### src/logic/irpc_consts.svh
`ifndef IRPC_CONSTS_SVH
`define IRPC_CONSTS_SVH

// ---------------------------------------------------------------------------
// sizes
// ---------------------------------------------------------------------------
`define IRPC_NUM_SRC      8
`define IRPC_NUM_LINES    4
`define IRPC_SEL_W        2
`define IRPC_CODEC_W      2
`define IRPC_SYNC_STAGES  2

// ---------------------------------------------------------------------------
// encodings and timing counts
// ---------------------------------------------------------------------------
`define IRPC_CODEC_NONE   2'h0
`define IRPC_BOOT_W       2
`define IRPC_BOOT_SAMPLE  2'h2

`endif

### src/logic/irpc_pkg.sv
`include "irpc_consts.svh"
`default_nettype none

package irpc_pkg;

  // ---------------------------------------------------------------------------
  // power state and carriers
  // ---------------------------------------------------------------------------
  typedef enum logic [1:0] {
    PWR_AWAKE,
    PWR_TX_DOWN,
    PWR_ALL_DOWN,
    PWR_PIN_DOWN
  } irpc_pwr_state_t;

  // per-domain power enables, 1 = powered
  typedef struct packed {
    logic core_on;
    logic tx_on;
    logic rx_on;
    logic link_on;
  } irpc_power_t;

  // reset fan-out to the controller, all active high
  typedef struct packed {
    logic func;
    logic core;
    logic setup;
    logic eeprom_load;
    logic mode_sample;
  } irpc_reset_t;

  // whole state of the control block
  typedef struct packed {
    logic [`IRPC_BOOT_W-1:0]    boot_cnt;
    logic                       booted;
    logic                       local_bus_mode;
    logic                       fsr_seen;
    logic                       byte_mode;
    logic                       irq;
    logic [`IRPC_NUM_LINES-1:0] irq_lines;
    logic                       req_ready;
    irpc_pwr_state_t            pwr;
    irpc_power_t                power;
    logic                       modem_n;
    irpc_reset_t                rst;
  } irpc_state_t;

endpackage : irpc_pkg

`default_nettype wire

### src/logic/irpc_top.sv
`include "irpc_consts.svh"
`default_nettype none

module irpc_top #(
  parameter int NUM_SRC   = `IRPC_NUM_SRC,
  parameter int NUM_LINES = `IRPC_NUM_LINES
) (
  input  wire logic                        core_clk,
  input  wire logic                        resetn,
  input  wire logic                        narrow_io_flag,
  input  wire logic                        wide_cycle_sense_n,
  input  wire logic                        bus_mode_strap,
  input  wire logic [NUM_SRC-1:0]          irq_status,
  input  wire logic [NUM_SRC-1:0]          irq_enable,
  input  wire logic [`IRPC_SEL_W-1:0]      irq_line_sel,
  input  wire logic                        function_soft_reset,
  input  wire logic                        core_soft_reset,
  input  wire logic                        function_enable,
  input  wire logic                        sleep_pin_shared,
  input  wire logic [`IRPC_CODEC_W-1:0]    external_codec_select,
  input  wire logic                        legacy_sleep_bit,
  input  wire logic                        partial_sleep_enable,
  output logic                             byte_mode_8,
  output logic                             irq_pending,
  output logic [NUM_LINES-1:0]             irq_output_lines,
  output logic                             request_ready_line,
  output logic                             local_bus_mode,
  output irpc_pkg::irpc_reset_t            resets,
  output irpc_pkg::irpc_power_t            power,
  output logic                             modem_sleep_out_n,
  output irpc_pkg::irpc_pwr_state_t        power_state
);

  // ---------------------------------------------------------------------------
  // reset release and pin synchronisers
  // ---------------------------------------------------------------------------
  logic       rst_n;
  logic [2:0] pins_s;
  logic       wide_s;
  logic       sleep_s;
  logic       strap_s;

  // asynchronous assert, release after two edges
  irpc_sync #(.W(1)) u_rst_sync (
    .core_clk (core_clk),
    .rst_n    (resetn),
    .d        (1'b1),
    .q        (rst_n)
  );

  // pins come from outside the clock domain
  irpc_sync #(.W(3)) u_pin_sync (
    .core_clk (core_clk),
    .rst_n    (rst_n),
    .d        ({wide_cycle_sense_n, sleep_pin_shared, bus_mode_strap}),
    .q        (pins_s)
  );

  assign wide_s  = pins_s[2];
  assign sleep_s = pins_s[1];
  assign strap_s = pins_s[0];

  // ---------------------------------------------------------------------------
  // interrupt merging
  // ---------------------------------------------------------------------------
  logic [NUM_SRC-1:0] masked;

  // per-source gating; clearing is done in the status owner
  for (genvar i = 0; i < NUM_SRC; i++) begin : g_mask
    assign masked[i] = irq_status[i] & irq_enable[i];
  end

  // one-hot select of the output line
  function automatic logic [NUM_LINES-1:0] line_onehot(
    input logic [`IRPC_SEL_W-1:0] sel,
    input logic                   level
  );
    logic [NUM_LINES-1:0] v;
    v = '0;
    for (int k = 0; k < NUM_LINES; k++) begin
      if (sel == k[`IRPC_SEL_W-1:0]) begin
        v[k] = level;
      end
    end
    return v;
  endfunction : line_onehot

  // ---------------------------------------------------------------------------
  // state update
  // ---------------------------------------------------------------------------
  irpc_pkg::irpc_state_t s_q;
  irpc_pkg::irpc_state_t s_d;
  logic                  pin_sleep;
  logic                  boot_hit;

  // pin only means sleep when an external codec is fitted
  assign pin_sleep = sleep_s && (external_codec_select != `IRPC_CODEC_NONE);
  assign boot_hit  = !s_q.booted && (s_q.boot_cnt == `IRPC_BOOT_SAMPLE);

  // next-state logic for the whole block
  always_comb begin
    s_d = s_q;
    // boot sequence: wait for synchronisers to flush before strap capture
    if (!s_q.booted) begin
      s_d.boot_cnt = s_q.boot_cnt + `IRPC_BOOT_W'(1);
    end
    if (boot_hit) begin
      s_d.booted         = 1'b1;
      s_d.local_bus_mode = strap_s;
    end
    s_d.fsr_seen = function_soft_reset;
    // mode sample only from hardware reset, EEPROM load from hardware reset or function reset
    s_d.rst.mode_sample = boot_hit;
    s_d.rst.eeprom_load = boot_hit
                          || (s_q.booted && function_soft_reset && !s_q.fsr_seen);
    // levels follow the host bits, so release only when the host clears them
    s_d.rst.func  = !s_q.booted || function_soft_reset;
    s_d.rst.setup = !s_q.booted || function_soft_reset;
    s_d.rst.core  = !s_q.booted || function_soft_reset || core_soft_reset;
    s_d.req_ready = s_q.booted && !function_soft_reset;
    // data port width
    s_d.byte_mode = narrow_io_flag || wide_s;
    // no master enable: merged level depends on per-source enables alone
    s_d.irq       = |masked;
    s_d.irq_lines = line_onehot(irq_line_sel, |masked);
    // power state; function_enable deliberately not consulted
    if (pin_sleep) begin
      s_d.pwr = irpc_pkg::PWR_PIN_DOWN;
    end else if (legacy_sleep_bit) begin
      s_d.pwr = irpc_pkg::PWR_ALL_DOWN;
    end else if (partial_sleep_enable) begin
      s_d.pwr = irpc_pkg::PWR_TX_DOWN;
    end else begin
      s_d.pwr = irpc_pkg::PWR_AWAKE;
    end
    case (s_d.pwr)
      irpc_pkg::PWR_AWAKE: begin
        s_d.power = '{core_on: 1'b1, tx_on: 1'b1, rx_on: 1'b1, link_on: 1'b1};
      end
      irpc_pkg::PWR_TX_DOWN: begin
        s_d.power = '{core_on: 1'b1, tx_on: 1'b0, rx_on: 1'b1, link_on: 1'b1};
      end
      irpc_pkg::PWR_ALL_DOWN: begin
        s_d.power = '{core_on: 1'b1, tx_on: 1'b0, rx_on: 1'b0, link_on: 1'b0};
      end
      irpc_pkg::PWR_PIN_DOWN: begin
        s_d.power = '{core_on: 1'b0, tx_on: 1'b0, rx_on: 1'b0, link_on: 1'b0};
      end
      default: begin
        s_d.power = '0;
      end
    endcase
    s_d.modem_n = (s_d.pwr != irpc_pkg::PWR_PIN_DOWN);
  end

  // func, core and setup resets held active until the boot sample has been taken
  always_ff @(posedge core_clk or negedge rst_n) begin
    if (!rst_n) begin
      s_q                 <= '0;
      s_q.rst.func        <= 1'b1;
      s_q.rst.core        <= 1'b1;
      s_q.rst.setup       <= 1'b1;
      s_q.pwr             <= irpc_pkg::PWR_AWAKE;
      s_q.power           <= '1;
      s_q.modem_n         <= 1'b1;
    end else begin
      s_q <= s_d;
    end
  end

  // ---------------------------------------------------------------------------
  // outputs, all from flip-flops
  // ---------------------------------------------------------------------------
  assign byte_mode_8        = s_q.byte_mode;
  assign irq_pending        = s_q.irq;
  assign irq_output_lines   = s_q.irq_lines;
  assign request_ready_line = s_q.req_ready;
  assign local_bus_mode     = s_q.local_bus_mode;
  assign resets             = s_q.rst;
  assign power              = s_q.power;
  assign modem_sleep_out_n  = s_q.modem_n;
  assign power_state        = s_q.pwr;
endmodule : irpc_top

`default_nettype wire

### src/logic/irpc_sync.sv
`include "irpc_consts.svh"
`default_nettype none

module irpc_sync #(
  parameter int W = 1
) (
  input  wire logic         core_clk,
  input  wire logic         rst_n,
  input  wire logic [W-1:0] d,
  output logic      [W-1:0] q
);

  // ---------------------------------------------------------------------------
  // two-stage synchroniser, first stage read only by the second
  // ---------------------------------------------------------------------------
  logic [`IRPC_SYNC_STAGES-1:0][W-1:0] stage_q;

  // constant reset value only; also serves as the reset release chain
  always_ff @(posedge core_clk or negedge rst_n) begin
    if (!rst_n) begin
      stage_q <= '0;
    end else begin
      stage_q <= {stage_q[0], d};
    end
  end

  assign q = stage_q[`IRPC_SYNC_STAGES-1];

endmodule : irpc_sync

`default_nettype wire

### config.mk
export PLATFORM = sky130hd
export DESIGN_NAME = irpc_top
export DESIGN_NICKNAME = d
export VERILOG_FILES = /design/src/logic/irpc_pkg.sv /design/src/logic/irpc_top.sv /design/src/logic/irpc_sync.sv
export VERILOG_INCLUDE_DIRS = /design/src /design/src/logic
export SDC_FILE = /design/constraint.sdc
export NUM_CORES = 1
export LEC_CHECK = 0
export BUFFER_PORTS_ARGS = -buffer_cell sky130_fd_sc_hd__buf_2
export CORE_MARGIN = 2
export CORE_UTILIZATION = 47
export CTS_CLUSTER_DIAMETER = 80
export DETAILED_ROUTE_END_ITERATION = 10
export GPL_TIMING_DRIVEN = 0
export PLACE_DENSITY = 0.85
export SYNTH_ARGS = -nofsm -noshare
export SYNTH_HDL_FRONTEND = slang
export SYNTH_SLANG_ARGS = --single-unit
### constraint.sdc
create_clock -name core_clk -period 2.32 [get_ports core_clk]
set_input_delay 0.348 -clock core_clk [delete_from_list [all_inputs] [get_ports core_clk]]
set_output_delay 0.348 -clock core_clk [all_outputs]
set_load 0.01 [all_outputs]
* Yosys cells after proc, flatten, opt, wreduce, memory -nomap -nowiden
Index checks and enable logic that the tools add are counted.
Word-level totals: flip-flop bits (word level) 31, bits in latches 0, RAM bits 0, bits in read-only memories 0, logic and storage cells 63, memories kept 0
Operators by class: $add $sub $neg 1, multipliers 0, divide/modulo/power cells 0, order comparisons 0, equal/unequal tests 8, shifts and indexed selects 0, mux-type cells 8, bitwise logic cells 8, reductions and logical operators 16
Operator list (number):
- case mux 4 bit (4 select lines) | 1
- equality test 2 bit, second input constant | 5
- bitwise AND 1 bit | 8
- OR reduction 8 bit | 1
- logical AND 1 bit | 5
- two-way mux 1 bit | 5
- equality test 2 x 1 -> 1 bit, second input constant | 2
- logical NOT 2 bit | 2
- logical OR 1 bit | 4
- two-way mux 2 bit | 2
- logical NOT 1 bit | 3
- adder 2 x 1 -> 2 bit, second input constant | 1
- inequality test 2 bit, second input constant | 1
- nonzero test 2 bit | 1

* Depth between registers and ports, before layout
Gate-level depths: netlist (run 1).
depth after elaboration 5, depth in mapped cells 4

* Hierarchy
From an unflattened synthesis (run 1), not the netlist that was laid out.
Second synthesis, totals: cells, all modules 79, area, all modules 1068.5 µm²
Modules (own cells, without submodules):
- irpc_top | instances 1, cells an instance 68, area an instance 845.8 µm², sequential area each 531.8 µm²
- irpc_sync at u_pin_sync | instances 1, cells an instance 9, area an instance 172.7 µm², sequential area each 150.1 µm²
- irpc_sync at u_rst_sync | instances 1, cells an instance 2, area an instance 50.0 µm², sequential area each 50.0 µm²

* Least setup slack after synthesis (run 1)
Ideal clock, no wire load.
path kind flip-flop to flip-flop, from reg s_q[22] in the netlist's numbering, to reg s_q (netlist bit local_bus_mode), arrival time 1.018 ns, data required time 2.195 ns, setup slack 1.177 ns, cell stages (with the launch flop) 5, path buffers 0, path through dfrtp_1 > inv_1 > ha_1 > nor2b_2 > mux2_4
Between the ends: word-level cells in the longest chain between the ends 2
RTL lines:
- start: declaration | line irpc_top.sv:91 | irpc_pkg::irpc_state_t s_q;
- equality test 2 bit (no source line)
- logical AND 1 bit | line irpc_top.sv:98 | assign boot_hit = !s_q.booted && (s_q.boot_cnt == `IRPC_BOOT_SAMPLE);
- net boot_hit | line irpc_top.sv:94 | logic boot_hit;
The timed path passes the listed nets, and every way through them passes these cells. A chain may end at the register's enable or synchronous reset.

==> results of run 1 <==
## logic make-up after synthesis
group,synth area share (%)
flip-flops,70.0
buffers and inverters,12.6
multiplexers,1.43
AO/OA/AOI/OAI,5.02
AND/OR/NAND/NOR,8.61
XOR/XNOR,0.837
adder cells (fa/ha/maj),1.20
other,0.359
## power breakdown
part           switching [mW]  leakage (nW)  internal (mW)
clock                   0.154        0.0455          0.257
sequential             0.0150         0.328          0.532
combinational          0.0371         0.380         0.0579
total                   0.206         0.753          0.848
## through the flow
stage | instances | power (mW) | utilization, % | setup slack [ps] | cell area (um2)
after floorplan | 76 | 0.603 | - | 1180 | 1050
after global placement | 153 | 0.649 | 61.7 | 1140 | 1330
after detailed placement | 153 | 0.653 | 61.7 | 1100 | 1330
after CTS | 162 | 1.07 | 66.2 | 904 | 1420
after global routing | 162 | 1.11 | 66.2 | 872 | 1420
final | 162 | 1.05 | 66.2 | 923 | 1420
## what timing repair did
| item | in CTS | in global routing |
|---|---|---|
| endpoints found under the setup margin | 0 | 0 |
| resized for setup | 0 | 0 |
| endpoints found under the hold margin | 2 | 0 |
| hold buffers | 1 | 0 |
## critical path: stages, from the launching register on
cell,delay [ps]
sky130_fd_sc_hd__dfstp_2,530
sky130_fd_sc_hd__buf_4,90
sky130_fd_sc_hd__buf_2,110
## cells in the final DEF, fill, tap and decap left out
cell type                       synthesis  layout
sky130_fd_sc_hd__nor3b_1                2       2
sky130_fd_sc_hd__xnor2_1                1       1
sky130_fd_sc_hd__dlygate4sd3_1          0       1
sky130_fd_sc_hd__nor3_1                 1       1
sky130_fd_sc_hd__dfstp_2                5       5
sky130_fd_sc_hd__dfrtp_1               24      24
sky130_fd_sc_hd__buf_4                 15      15
sky130_fd_sc_hd__o21ai_1                1       1
sky130_fd_sc_hd__inv_2                  1       1
sky130_fd_sc_hd__buf_2                  0      49
sky130_fd_sc_hd__clkbuf_1               0       1
sky130_fd_sc_hd__clkbuf_8               0       1
sky130_fd_sc_hd__a22oi_1                4       4
sky130_fd_sc_hd__nor2_1                 2       2
sky130_fd_sc_hd__nand2_1                3       3
sky130_fd_sc_hd__nand2b_1               3       3
sky130_fd_sc_hd__conb_1                 1       1
sky130_fd_sc_hd__or2_2                  1       1
sky130_fd_sc_hd__ha_1                   1       1
sky130_fd_sc_hd__o21bai_1               1       1
sky130_fd_sc_hd__or2_1                  1       1
sky130_fd_sc_hd__nor2b_2                1       1
sky130_fd_sc_hd__and4_4                 1       1
sky130_fd_sc_hd__clkbuf_4               0       5
sky130_fd_sc_hd__bufinv_16              0       1
sky130_fd_sc_hd__o21ai_0                2       2
sky130_fd_sc_hd__mux2_4                 1       1
sky130_fd_sc_hd__inv_1                  4       4
## registers in the layout, summed over array words and instances (netlist names)
| name | count |
|---|---|
| u_pin_sync.q | 3 |
| power | 2 |
| byte_mode_8 | 1 |
| s_q | 4 |
| u_rst_sync.q | 1 |
| power_state | 2 |
| request_ready_line | 1 |
| irq_pending | 1 |
| irq_output_lines | 4 |
| modem_sleep_out_n | 1 |
| u_pin_sync.stage_q | 3 |
| resets | 4 |
| local_bus_mode | 1 |
| u_rst_sync.stage_q | 1 |
## per-layer routing
metal / routed length [um] / vias up
met5: 0 / -
met1: 556 / 305
met2: 785 / 44
li1: - / 342
met3: 170 / 4
met4: 44 / 0
## cell type report
type	count	area share, %
flip-flops and latches	29	51.5
repair buffers	50	18.0
multi-input cells	27	12.9
plain buffers	15	7.92
clock buffers	7	3.87
well taps	28	2.46
clock inverters	1	2.11
inverters	5	1.32
## path summary, 6_finish.rpt
path	startpoint	to	slack (ps)
max in group asynchronous	u_rst_sync.q	power_state[1]	1300
worst min register to register	u_pin_sync.stage_q[1]	u_pin_sync.q[1]	350
worst max register to register	s_q[22]	local_bus_mode	1090
worst min-delay path	bus_mode_strap	u_pin_sync.stage_q[0]	140
min in group asynchronous	resetn	u_rst_sync.q	340
worst max-delay path	resets[2]	resets[4]	920
==> results, run 1 <==
- The flow ran to the end, and the final reports show no timing, DRC or antenna violations.
- Setup repair after global routing left no endpoint under its margin.
- The cell area power density is 742 nW/um2.
- The global routing stage identified its most utilized layer as met2.
- The static power due to leakage is 0.753 nW.
- The standard-cell row count is 17.
- The worst-case IR drop observed on VDD is 531 uV.
- In this run the tool buffered the top-level ports with 49 buffer cells.
- The critical path class is flip-flop to output pin.
- Sorting the synthesized cells by area gives the leading types as sky130_fd_sc_hd__dfrtp_1 (57%), sky130_fd_sc_hd__dfstp_2 (13%), sky130_fd_sc_hd__buf_4 (11%), sky130_fd_sc_hd__a22oi_1 (2.9%), sky130_fd_sc_hd__nand2b_1 (1.8%).
- The max capacitance violation total is 0.
- In the routed design, unresolved DRC markers number 0.
- The kind of start point of the critical path is a flip-flop.
- The count of endpoints failing hold in the final timing report is 0.
- 51 I/O pins were placed.
- The part of the Yosys area used for sequential elements is 70.0%.
- Once detail routing completed, the nets flagged for antenna violations numbered 0.
- The clock latency on the worst-skew pair is 310 ps.
- In this run the tightest slew margin relative to its limit is 34.8%.
- Yosys mapped a number of flops with a built-in enable equal to 0.
- The clock buffer count from CTS is 5.
- The cell sitting at the root of the clock tree is a sky130_fd_sc_hd__clkbuf_4.
- Data arrives at the worst endpoint at 1050 ps.
- Global routing consumed, on the met2 layer, 24.0% of the routing resources.
- Measured in cells, the most critical reg-to-reg path has a length of 4.
- Setup violations remaining at the end of the flow were counted as 0.
- The footprint of the flip-flops and latches is 732 um2.
- TritonCTS built the clock tree.
- The aggregate negative setup slack is 0 ps.
- The commonest cells after synthesis are sky130_fd_sc_hd__dfrtp_1 (24), sky130_fd_sc_hd__buf_4 (15), sky130_fd_sc_hd__dfstp_2 (5).
- The first-pass GRT wire length is 2.59 mm.
- The fraction of registers with async set/reset is 100%.
- The routability-driven placement congestion ratio is 0.707.
- The number of sinks handled by clock tree synthesis is 29.
- CTS built an H-tree with a depth of 2.
- Synthesis instantiated 22 different standard cells from the library.
- Summed over all nets, the half-perimeter wirelength after detailed placement is 1.24 mm.
- The die covers 2620 um2.
- The x dimension of the die is 51.2 um.
- The first detailed-routing pass took 4 iterations.
- The worst-case clock buffer depth is 2.
- The highest clock frequency the design can meet is 716 MHz.
- The area of the core region is 2150 um2.
- The number of nets in the synthesized netlist is 108.
- The met1 usage is 14.7%.
- The overall track demand over capacity in global routing is 14.7%.
- Between clock sinks in the finished design, the worst skew comes to 10.2 ps.
- The ratio of routed vias to standard cells is 4.29.
- The mean instance size in the synthesized netlist is 13.8 um2.
- The library cell with the highest instance count after synthesis is sky130_fd_sc_hd__dfrtp_1.
- The layout overhead on the synthesized area is 35.9%.
- The fraction of layout cells with a size suffix above 1 is 60.4%.
- Dividing the detail-routed wire length by the instance count gives 9.61 um.
- The initial core utilization is 48.7%.
- The number of fillers in the final layout is 186.
- The final hold slack is 138 ps.
- The number of inserted diodes is 0.
- The maximum fanout encountered on the critical timing path is 2.
- The buffer count from post-CTS setup fixing is 0.
- The count of mapped cells out of synthesis is 76.
- After the first detailed-routing iteration, the DRC count stood at 6.
- The share of the clock period used by the worst path after layout is 60.2%.
- The number of nets in the layout is 165.
- The required time at the endpoint of the critical path is 1970 ps.
- Clock-pin slew was measured on the worst setup and hold paths at 80 ps.
- The actual slew at the worst max-slew pin is 979 ps.
- The number of antenna violations at the first check in global routing is 0.
- The library cell with the largest summed area after synthesis is sky130_fd_sc_hd__dfrtp_1.
- In this run, synthesis produced a sequential element count of 29.
- The final critical delay including setup and external delays is 1400 ps.
- The routed layout has 695 vias.
- In the synthesized netlist the dominant register cell turns out to be sky130_fd_sc_hd__dfrtp_1.
- Global routing consumed, on the met3 layer, 5.56% of the routing resources.
- Entering global routing, the biggest net connects 28 pins.
- The area share of the largest cell type after synthesis is 57.4%.
- The number of global-route vias before repair was 645.
- The total routed wirelength is 1.56 mm.
- Measured along the y axis, the die boundary spans 51.2 um.
- The kind of path behind the tightest hold check is input port to flip-flop.
- The hold-critical path depth is 1.
- After global routing the overflow that remains totals 0.
- The synthesized netlist occupies a cell area of 1050 um2.
- The kind of end point of the critical path is an output pin.
- The number of slew-limit violations in the final report is 0.
- Yosys printed 0 warnings.
- The area used by multi-input combinational logic is 183 um2.
Note: power is estimated with default switching activity, not from simulation.
==> inputs of run 2 (changes only) <==
CORE_UTILIZATION = 44   (was 47)
PLACE_DENSITY = 0.81   (was 0.85)
clock period = 1.45 ns   (was 2.32 ns; I/O delays follow)
==> run 2 against run 1 <==
Against the previous run:
- sequential cell count unchanged
- combinational power up 66%
- worst setup slack got worse by 750 ps
- worst hold slack got worse by 100 ps
- largest cell class unchanged
==> results, run 2 (synthesized netlist as in run 1, its figures left out) <==
- The worst-case clock buffer depth is 2 (unchanged).
- The number of slew-limit violations in the final report is 0 (unchanged).
- The final hold slack came to 33.1 ps (-105 ps).
- The residual DRC count is 0 (unchanged).
- The overall die area is 2780 um2 (+6.3%).
- The number of buffer cells added on primary ports is 49 (unchanged).
- The filler-free cell count of the finished design is 165 (+1.9%).
- The clock buffer count from CTS is 5 (unchanged).
- The critical path class is flip-flop to output pin.
- The hold-critical path depth came to 1 (unchanged).
- The maximum VDD drop is 1010 uV (+89%).
- The core occupancy in the finished layout came to 63.8% (-2.4 points).
- The number of global-route vias before repair is 709 (+9.9%).
- The I/O pin count was 51 (unchanged).
- The aggregate negative setup slack is 0 ps (unchanged).
- The max capacitance violation total is 0 (unchanged).
- The vias after detailed routing is 716 (+3.0%).
- The average detailed-routed wire length per instance is 10.1 um (+5.2%).
- The required time at the endpoint of the critical path is 1230 ps (-740 ps).
- The clock root buffer master is sky130_fd_sc_hd__clkbuf_4.
- The longest individual stage delay on the worst path is 540 ps (about the same).
- The first-pass detailed-route iteration total is 4 (unchanged).
- The flow ran to the end, and the final reports show no timing, DRC or antenna violations.
- The worst hold path startpoint is function_soft_reset.
- The post-cts repair resize count came to 0 (unchanged).
- The count of endpoints failing hold in the final timing report is 0 (unchanged).
- The count of antenna-violating nets left after detailed routing is 0 (unchanged).
- The kind of start point of the critical path is a flip-flop.
- The highest clock frequency the design can meet is 785 MHz.
- The routability-driven placement congestion ratio is 0.711 (+0.44%).
- The actual slew at the worst max-slew pin is 998 ps (+19.2 ps).
- TritonCTS built the clock tree.
- The standard-cell row count was 17 (unchanged).
- The kind of path behind the tightest hold check is input port to flip-flop.
- The arrival time at the worst endpoint was 1060 ps (about the same).
- The number of inserted diodes was 0 (unchanged).
- The number of design-rule violations left by the first detailed-router iteration is 10 (+4).
- After layout, the worst path uses 87.8% of the clock period.
- The number of H-tree levels is 2 (unchanged).
- The fraction of layout cells with a size suffix above 1 is 58.4% (-2.1 points).
- The total overflow reported by the global router is 0 (unchanged).
- The startpoint identified for the worst register-to-register timing path is s_q[22].
- The final instance area came to 1430 um2 (+0.26%).
- STA classifies the critical path endpoint as an output pin.
- The initial core utilization is 46.8% (-1.9 points).
- The number of antenna violations at the first check in global routing came to 0 (unchanged).
- The count of cells along the worst register-to-register path is 4 (unchanged).
- The flop-to-flop setup slack is 230 ps (-860 ps).
- The layout overhead on the synthesized area is 36.2%.
- The endpoint identified for the worst register-to-register timing path is local_bus_mode.
- The pin count of the biggest net entering global routing is 28 (unchanged).
- The end point of the worst hold path is s_q[19].
- The maximum fanout encountered on the critical timing path came to 2 (unchanged).
- Setup repair after global routing left no endpoint under its margin.
- The most common library cell in the layout ignoring fill and taps is sky130_fd_sc_hd__buf_2.
- The total of endpoints with negative setup slack in the final report is 0 (unchanged).
- Leaving out fill and tap cells, the most frequent cells in the layout are sky130_fd_sc_hd__buf_2 (49), sky130_fd_sc_hd__dfrtp_1 (24), sky130_fd_sc_hd__buf_4 (15).
- The register clock-pin slew on the reported worst setup and hold paths is 80 ps (about the same).
- The critical path goes through buf_4 -> buf_2.
- The buffer count from post-CTS setup fixing is 0 (unchanged).
- The number of sinks handled by clock tree synthesis is 29 (unchanged).
- For this design, the slowest cell found on the critical path is sky130_fd_sc_hd__dfstp_2.
- The x dimension of the die was 52.8 um (+3.1%).
- The static power due to leakage was 0.752 nW (about the same).
- The worst clock skew is 3.41 ps (-6.76 ps).
- The total placed cells including tap cells is 153 (unchanged).
- The total routed wirelength is 1.67 mm (+7.1%).
- The placed wire-length estimate is 1.27 mm (+2.0%).
- The clock latency on the worst-skew pair was 310 ps (about the same).
- The standard cell area after detailed placement is 1330 um2 (unchanged).
- The number of nets in the layout came to 168 (+1.8%).
- The worst path needs 1270 ps of the cycle, external delays included.
- The vertical die dimension is 52.8 um (+3.1%).
- The area of the core region is 2230 um2 (+4.0%).
- The overall track demand over capacity in global routing is 14.4% (-0.33 points).
- The ratio of routed vias to standard cells is 4.34 (+1.1%).
- The first-pass GRT wire length is 2.68 mm (+3.7%).
- The relative slew slack is 33.5% (-1.3 points).
- The cell area power density is 1070 nW/um2 (+44%).
[run 2: worst max path at each step]
stage	cells past startpoint	start	slack, ps	end
4_1_cts	2	power[0]	150	power[0]
6_report	2	power[0]	180	power[0]
2_1_floorplan	4	s_q[22]	310	local_bus_mode
5_1_grt	2	resets[2]	130	resets[4]
3_5_place_dp	4	s_q[22]	230	local_bus_mode
3_3_place_gp	4	s_q[22]	270	local_bus_mode
[run 2: critical path: cells and delay by family, from the launching register on]
kind                   cells  cell delay (ps)
buffers and inverters      2              210
DFF                        1              540
[run 2: routing by layer]
metal	track usage (%)	routed length (um)	part of all wire, %	up-vias
li1	-	-	-	347
met1	12.1	570	34	322
met2	26.3	883	53	47
met3	8.57	214	13	0
met4	6.41	0	0	0
met5	0	0	0	-
[run 2: report_power, final]
group | leakage (nW) | switching, mW | internal (mW)
Combinational | 0.392 | 0.0605 | 0.0980
Clock | 0.0326 | 0.245 | 0.239
Sequential | 0.328 | 0.0246 | 0.852
Total | 0.752 | 0.330 | 1.19
[run 2: layout make-up]
type	instances	area [um2]
Fill cell	187	808
Sequential cell	29	732
Timing Repair Buffer	53	285
Multi-Input combinational cell	27	183
Buffer	15	113
Clock buffer	8	58.8
Tap cell	28	35.0
Inverter	5	18.8
[run 2: repair_timing]
| item | CTS | global route |
|---|---|---|
| hold buffers | 4 | 0 |
| setup endpoints to repair | 0 | 0 |
| endpoints found under the hold margin | 5 | 0 |
[run 2: stage by stage]
stage	power, mW	setup slack (ps)
finish	1.52	177
global route	1.60	126
CTS	1.55	149
detailed placement	1.05	232
global placement	1.04	266
floorplan	0.964	307
==> inputs of run 3 (changes only) <==
PLACE_DENSITY = 0.75   (was 0.81)
==> run 3 against run 2 <==
Against the previous run:
- sequential share of layout area decreased by 0.090 points
- clock skew increased by 1.1 ps
- global-route usage is 1.3 points lower
- final cell count is 0.61% higher
==> results, run 3 (synthesized netlist as in run 1, its figures left out) <==
- The flow ran to the end, and the final reports show no timing, DRC or antenna violations.
- The family with the most delay on the worst path is flip-flops.
- The required time at the endpoint of the critical path is 1230 ps (about the same).
- The number of design-rule violations left by the first detailed-router iteration is 4 (-6).
- The final hold slack is 28.5 ps (-4.60 ps).
- The vias after detailed routing is 712 (-0.56%).
- The worst clock skew is 4.49 ps (+1.07 ps).
- The share of the clock period used by the worst path after layout came to 87.6% (-0.17 points).
- Leaving out fill and tap cells, the most frequent cell in the layout is sky130_fd_sc_hd__buf_2.
- The clock buffer count from CTS is 5 (unchanged).
- The overall die area is 2780 um2 (unchanged).
- The first-pass GRT wire length came to 2.47 mm (-8.0%).
- The register clock-pin slew on the reported worst setup and hold paths is 80 ps (about the same).
- The aggregate negative setup slack came to 0 ps (unchanged).
- The clock root buffer master is sky130_fd_sc_hd__clkbuf_4.
- Leaving out fill and tap cells, the most frequent cells in the layout are sky130_fd_sc_hd__buf_2 (49), sky130_fd_sc_hd__dfrtp_1 (24), sky130_fd_sc_hd__buf_4 (15).
- The cell type of the slowest stage on the worst timing path is sky130_fd_sc_hd__dfstp_2.
- The maximum fanout encountered on the critical timing path is 2 (unchanged).
- The maximum VDD drop is 768 uV (-24%).
- The overall track demand over capacity in global routing was 13.1% (-1.3 points).
- The actual slew at the worst max-slew pin is 1000 ps (+2.54 ps).
- The number of buffer cells added on primary ports was 49 (unchanged).
- The number of inserted diodes is 0 (unchanged).
- The residual DRC count is 0 (unchanged).
- Walking the worst path, the cells encountered are buf_4 -> buf_2.
- The vertical die dimension is 52.8 um (unchanged).
- The ratio of routed vias to standard cells is 4.29 (-1.2%).
- The first-pass detailed-route iteration total is 4 (unchanged).
- The area of the core region came to 2230 um2 (unchanged).
- The arrival time at the worst endpoint is 1050 ps (about the same).
- The post-layout total power came to 1.47 mW (-3.0%).
- The standard cell area after detailed placement came to 1330 um2 (unchanged).
- The number of global-route vias before repair is 630 (-11%).
- The total routed wirelength is 1.54 mm (-7.7%).
- The pin count of the biggest net entering global routing is 28 (unchanged).
- The highest clock frequency the design can meet is 787 MHz (+0.20%).
- The fraction of layout cells with a size suffix above 1 came to 58.7% (+0.30 points).
- The max capacitance violation total is 0 (unchanged).
- The kind of start point of the critical path is a flip-flop.
- The number of antenna violations at the first check in global routing came to 0 (unchanged).
- The kind of end point of the critical path is an output pin.
- The number of slew-limit violations in the final report is 0 (unchanged).
- The x dimension of the die was 52.8 um (unchanged).
- The number of fillers in the final layout is 180 (-3.7%).
- The layout overhead on the synthesized area is 36.5%.
- The number of nets in the layout is 169 (+0.60%).
- The footprint of the flip-flops and latches was 732 um2 (unchanged).
- Setup repair after global routing left no endpoint under its margin.
- The relative slew slack was 33.3% (-0.17 points).
- TritonCTS built the clock tree.
- The worst setup path is of the flip-flop to output pin kind.
- The total overflow reported by the global router is 0 (unchanged).
- The final instance area came to 1430 um2 (+0.18%).
- The area used by multi-input combinational logic is 183 um2 (unchanged).
- The initial core utilization is 46.8% (unchanged).
- The placed wire-length estimate is 1.15 mm (-8.9%).
- The number of buffer and inverter instances along the worst setup path was 2 (unchanged).
- The longest individual stage delay on the worst path is 530 ps (about the same).
- The number of sinks handled by clock tree synthesis is 29 (unchanged).
- The total of endpoints with negative setup slack in the final report is 0 (unchanged).
- The kind of path behind the tightest hold check is input port to flip-flop.
- The count of endpoints failing hold in the final timing report came to 0 (unchanged).
- The routability-driven placement congestion ratio came to 0.694 (-2.4%).
- The count of antenna-violating nets left after detailed routing is 0 (unchanged).
- The average detailed-routed wire length per instance came to 9.27 um (-8.3%).
- The clock latency on the worst-skew pair was 310 ps (about the same).
- The I/O pin count came to 51 (unchanged).
- The worst-case clock buffer depth is 2 (unchanged).
- The number of H-tree levels came to 2 (unchanged).
- The static power due to leakage is 0.756 nW (+0.48%).
- The standard-cell row count is 17 (unchanged).
- The cell area power density is 1030 nW/um2 (-3.2%).
- The final critical delay including setup and external delays is 1270 ps (-2.52 ps).
run 3: worst register-to-register path: stages (launching register included):
cell                      delay [ps]
sky130_fd_sc_hd__dfrtp_1         400
sky130_fd_sc_hd__inv_1            60
sky130_fd_sc_hd__ha_1            150
sky130_fd_sc_hd__nor2b_2         200
sky130_fd_sc_hd__mux2_4          310
run 3: through the flow:
stage	std cells	utilization [%]	setup WS (ps)
global placement	153	59.4	266
floorplan	76	-	307
detailed placement	153	59.4	244
CTS	165	63.5	151
global route	166	63.9	120
finish	166	63.9	179
run 3: final timing paths:
| check | from | end | slack (ps) | cells past startpoint |
|---|---|---|---|---|
| max | power[0] | power[1] | 180 | 2 |
| min | partial_sleep_enable | power[2] | 30 | 2 |
| max reg2reg | s_q[22] | local_bus_mode | 210 | 4 |
| min reg2reg | u_pin_sync.stage_q[2] | u_pin_sync.q[2] | 350 | 0 |
| max in group asynchronous | u_rst_sync.q | power_state[0] | 420 | 0 |
| min in group asynchronous | resetn | u_rst_sync.stage_q[0] | 200 | 2 |
run 3: repair_timing:
action | 4_1_cts | 5_1_grt
setup buffers | 0 | 0
hold buffers | 4 | 1
endpoints found under the hold margin | 5 | 1
resized for setup | 0 | 0
run 3: power by group:
| part | internal [mW] | total (mW) | switching (mW) |
|---|---|---|---|
| Sequential | 0.852 | 0.875 | 0.0230 |
| Clock | 0.184 | 0.440 | 0.256 |
| Combinational | 0.0997 | 0.159 | 0.0594 |
| Total | 1.14 | 1.47 | 0.338 |
run 3: cell type report:
cell class / count / area share (%)
timing repair buffer: 54 / 20.7
sequential: 29 / 51.3
inverter: 5 / 1.31
tap: 28 / 2.45
clock inverter: 2 / 0.701
clock buffer: 6 / 2.89
multi-input combinational: 27 / 12.8
buffer: 15 / 7.89
run 3: layer usage:
metal / routed length [um] / share of wire, % / global-route usage, %
met2: 748 / 49 / 20.6
met5: 0 / 0 / 0
met4: 25 / 1.6 / 6.41
met1: 581 / 38 / 13.5
met3: 184 / 12 / 8.00
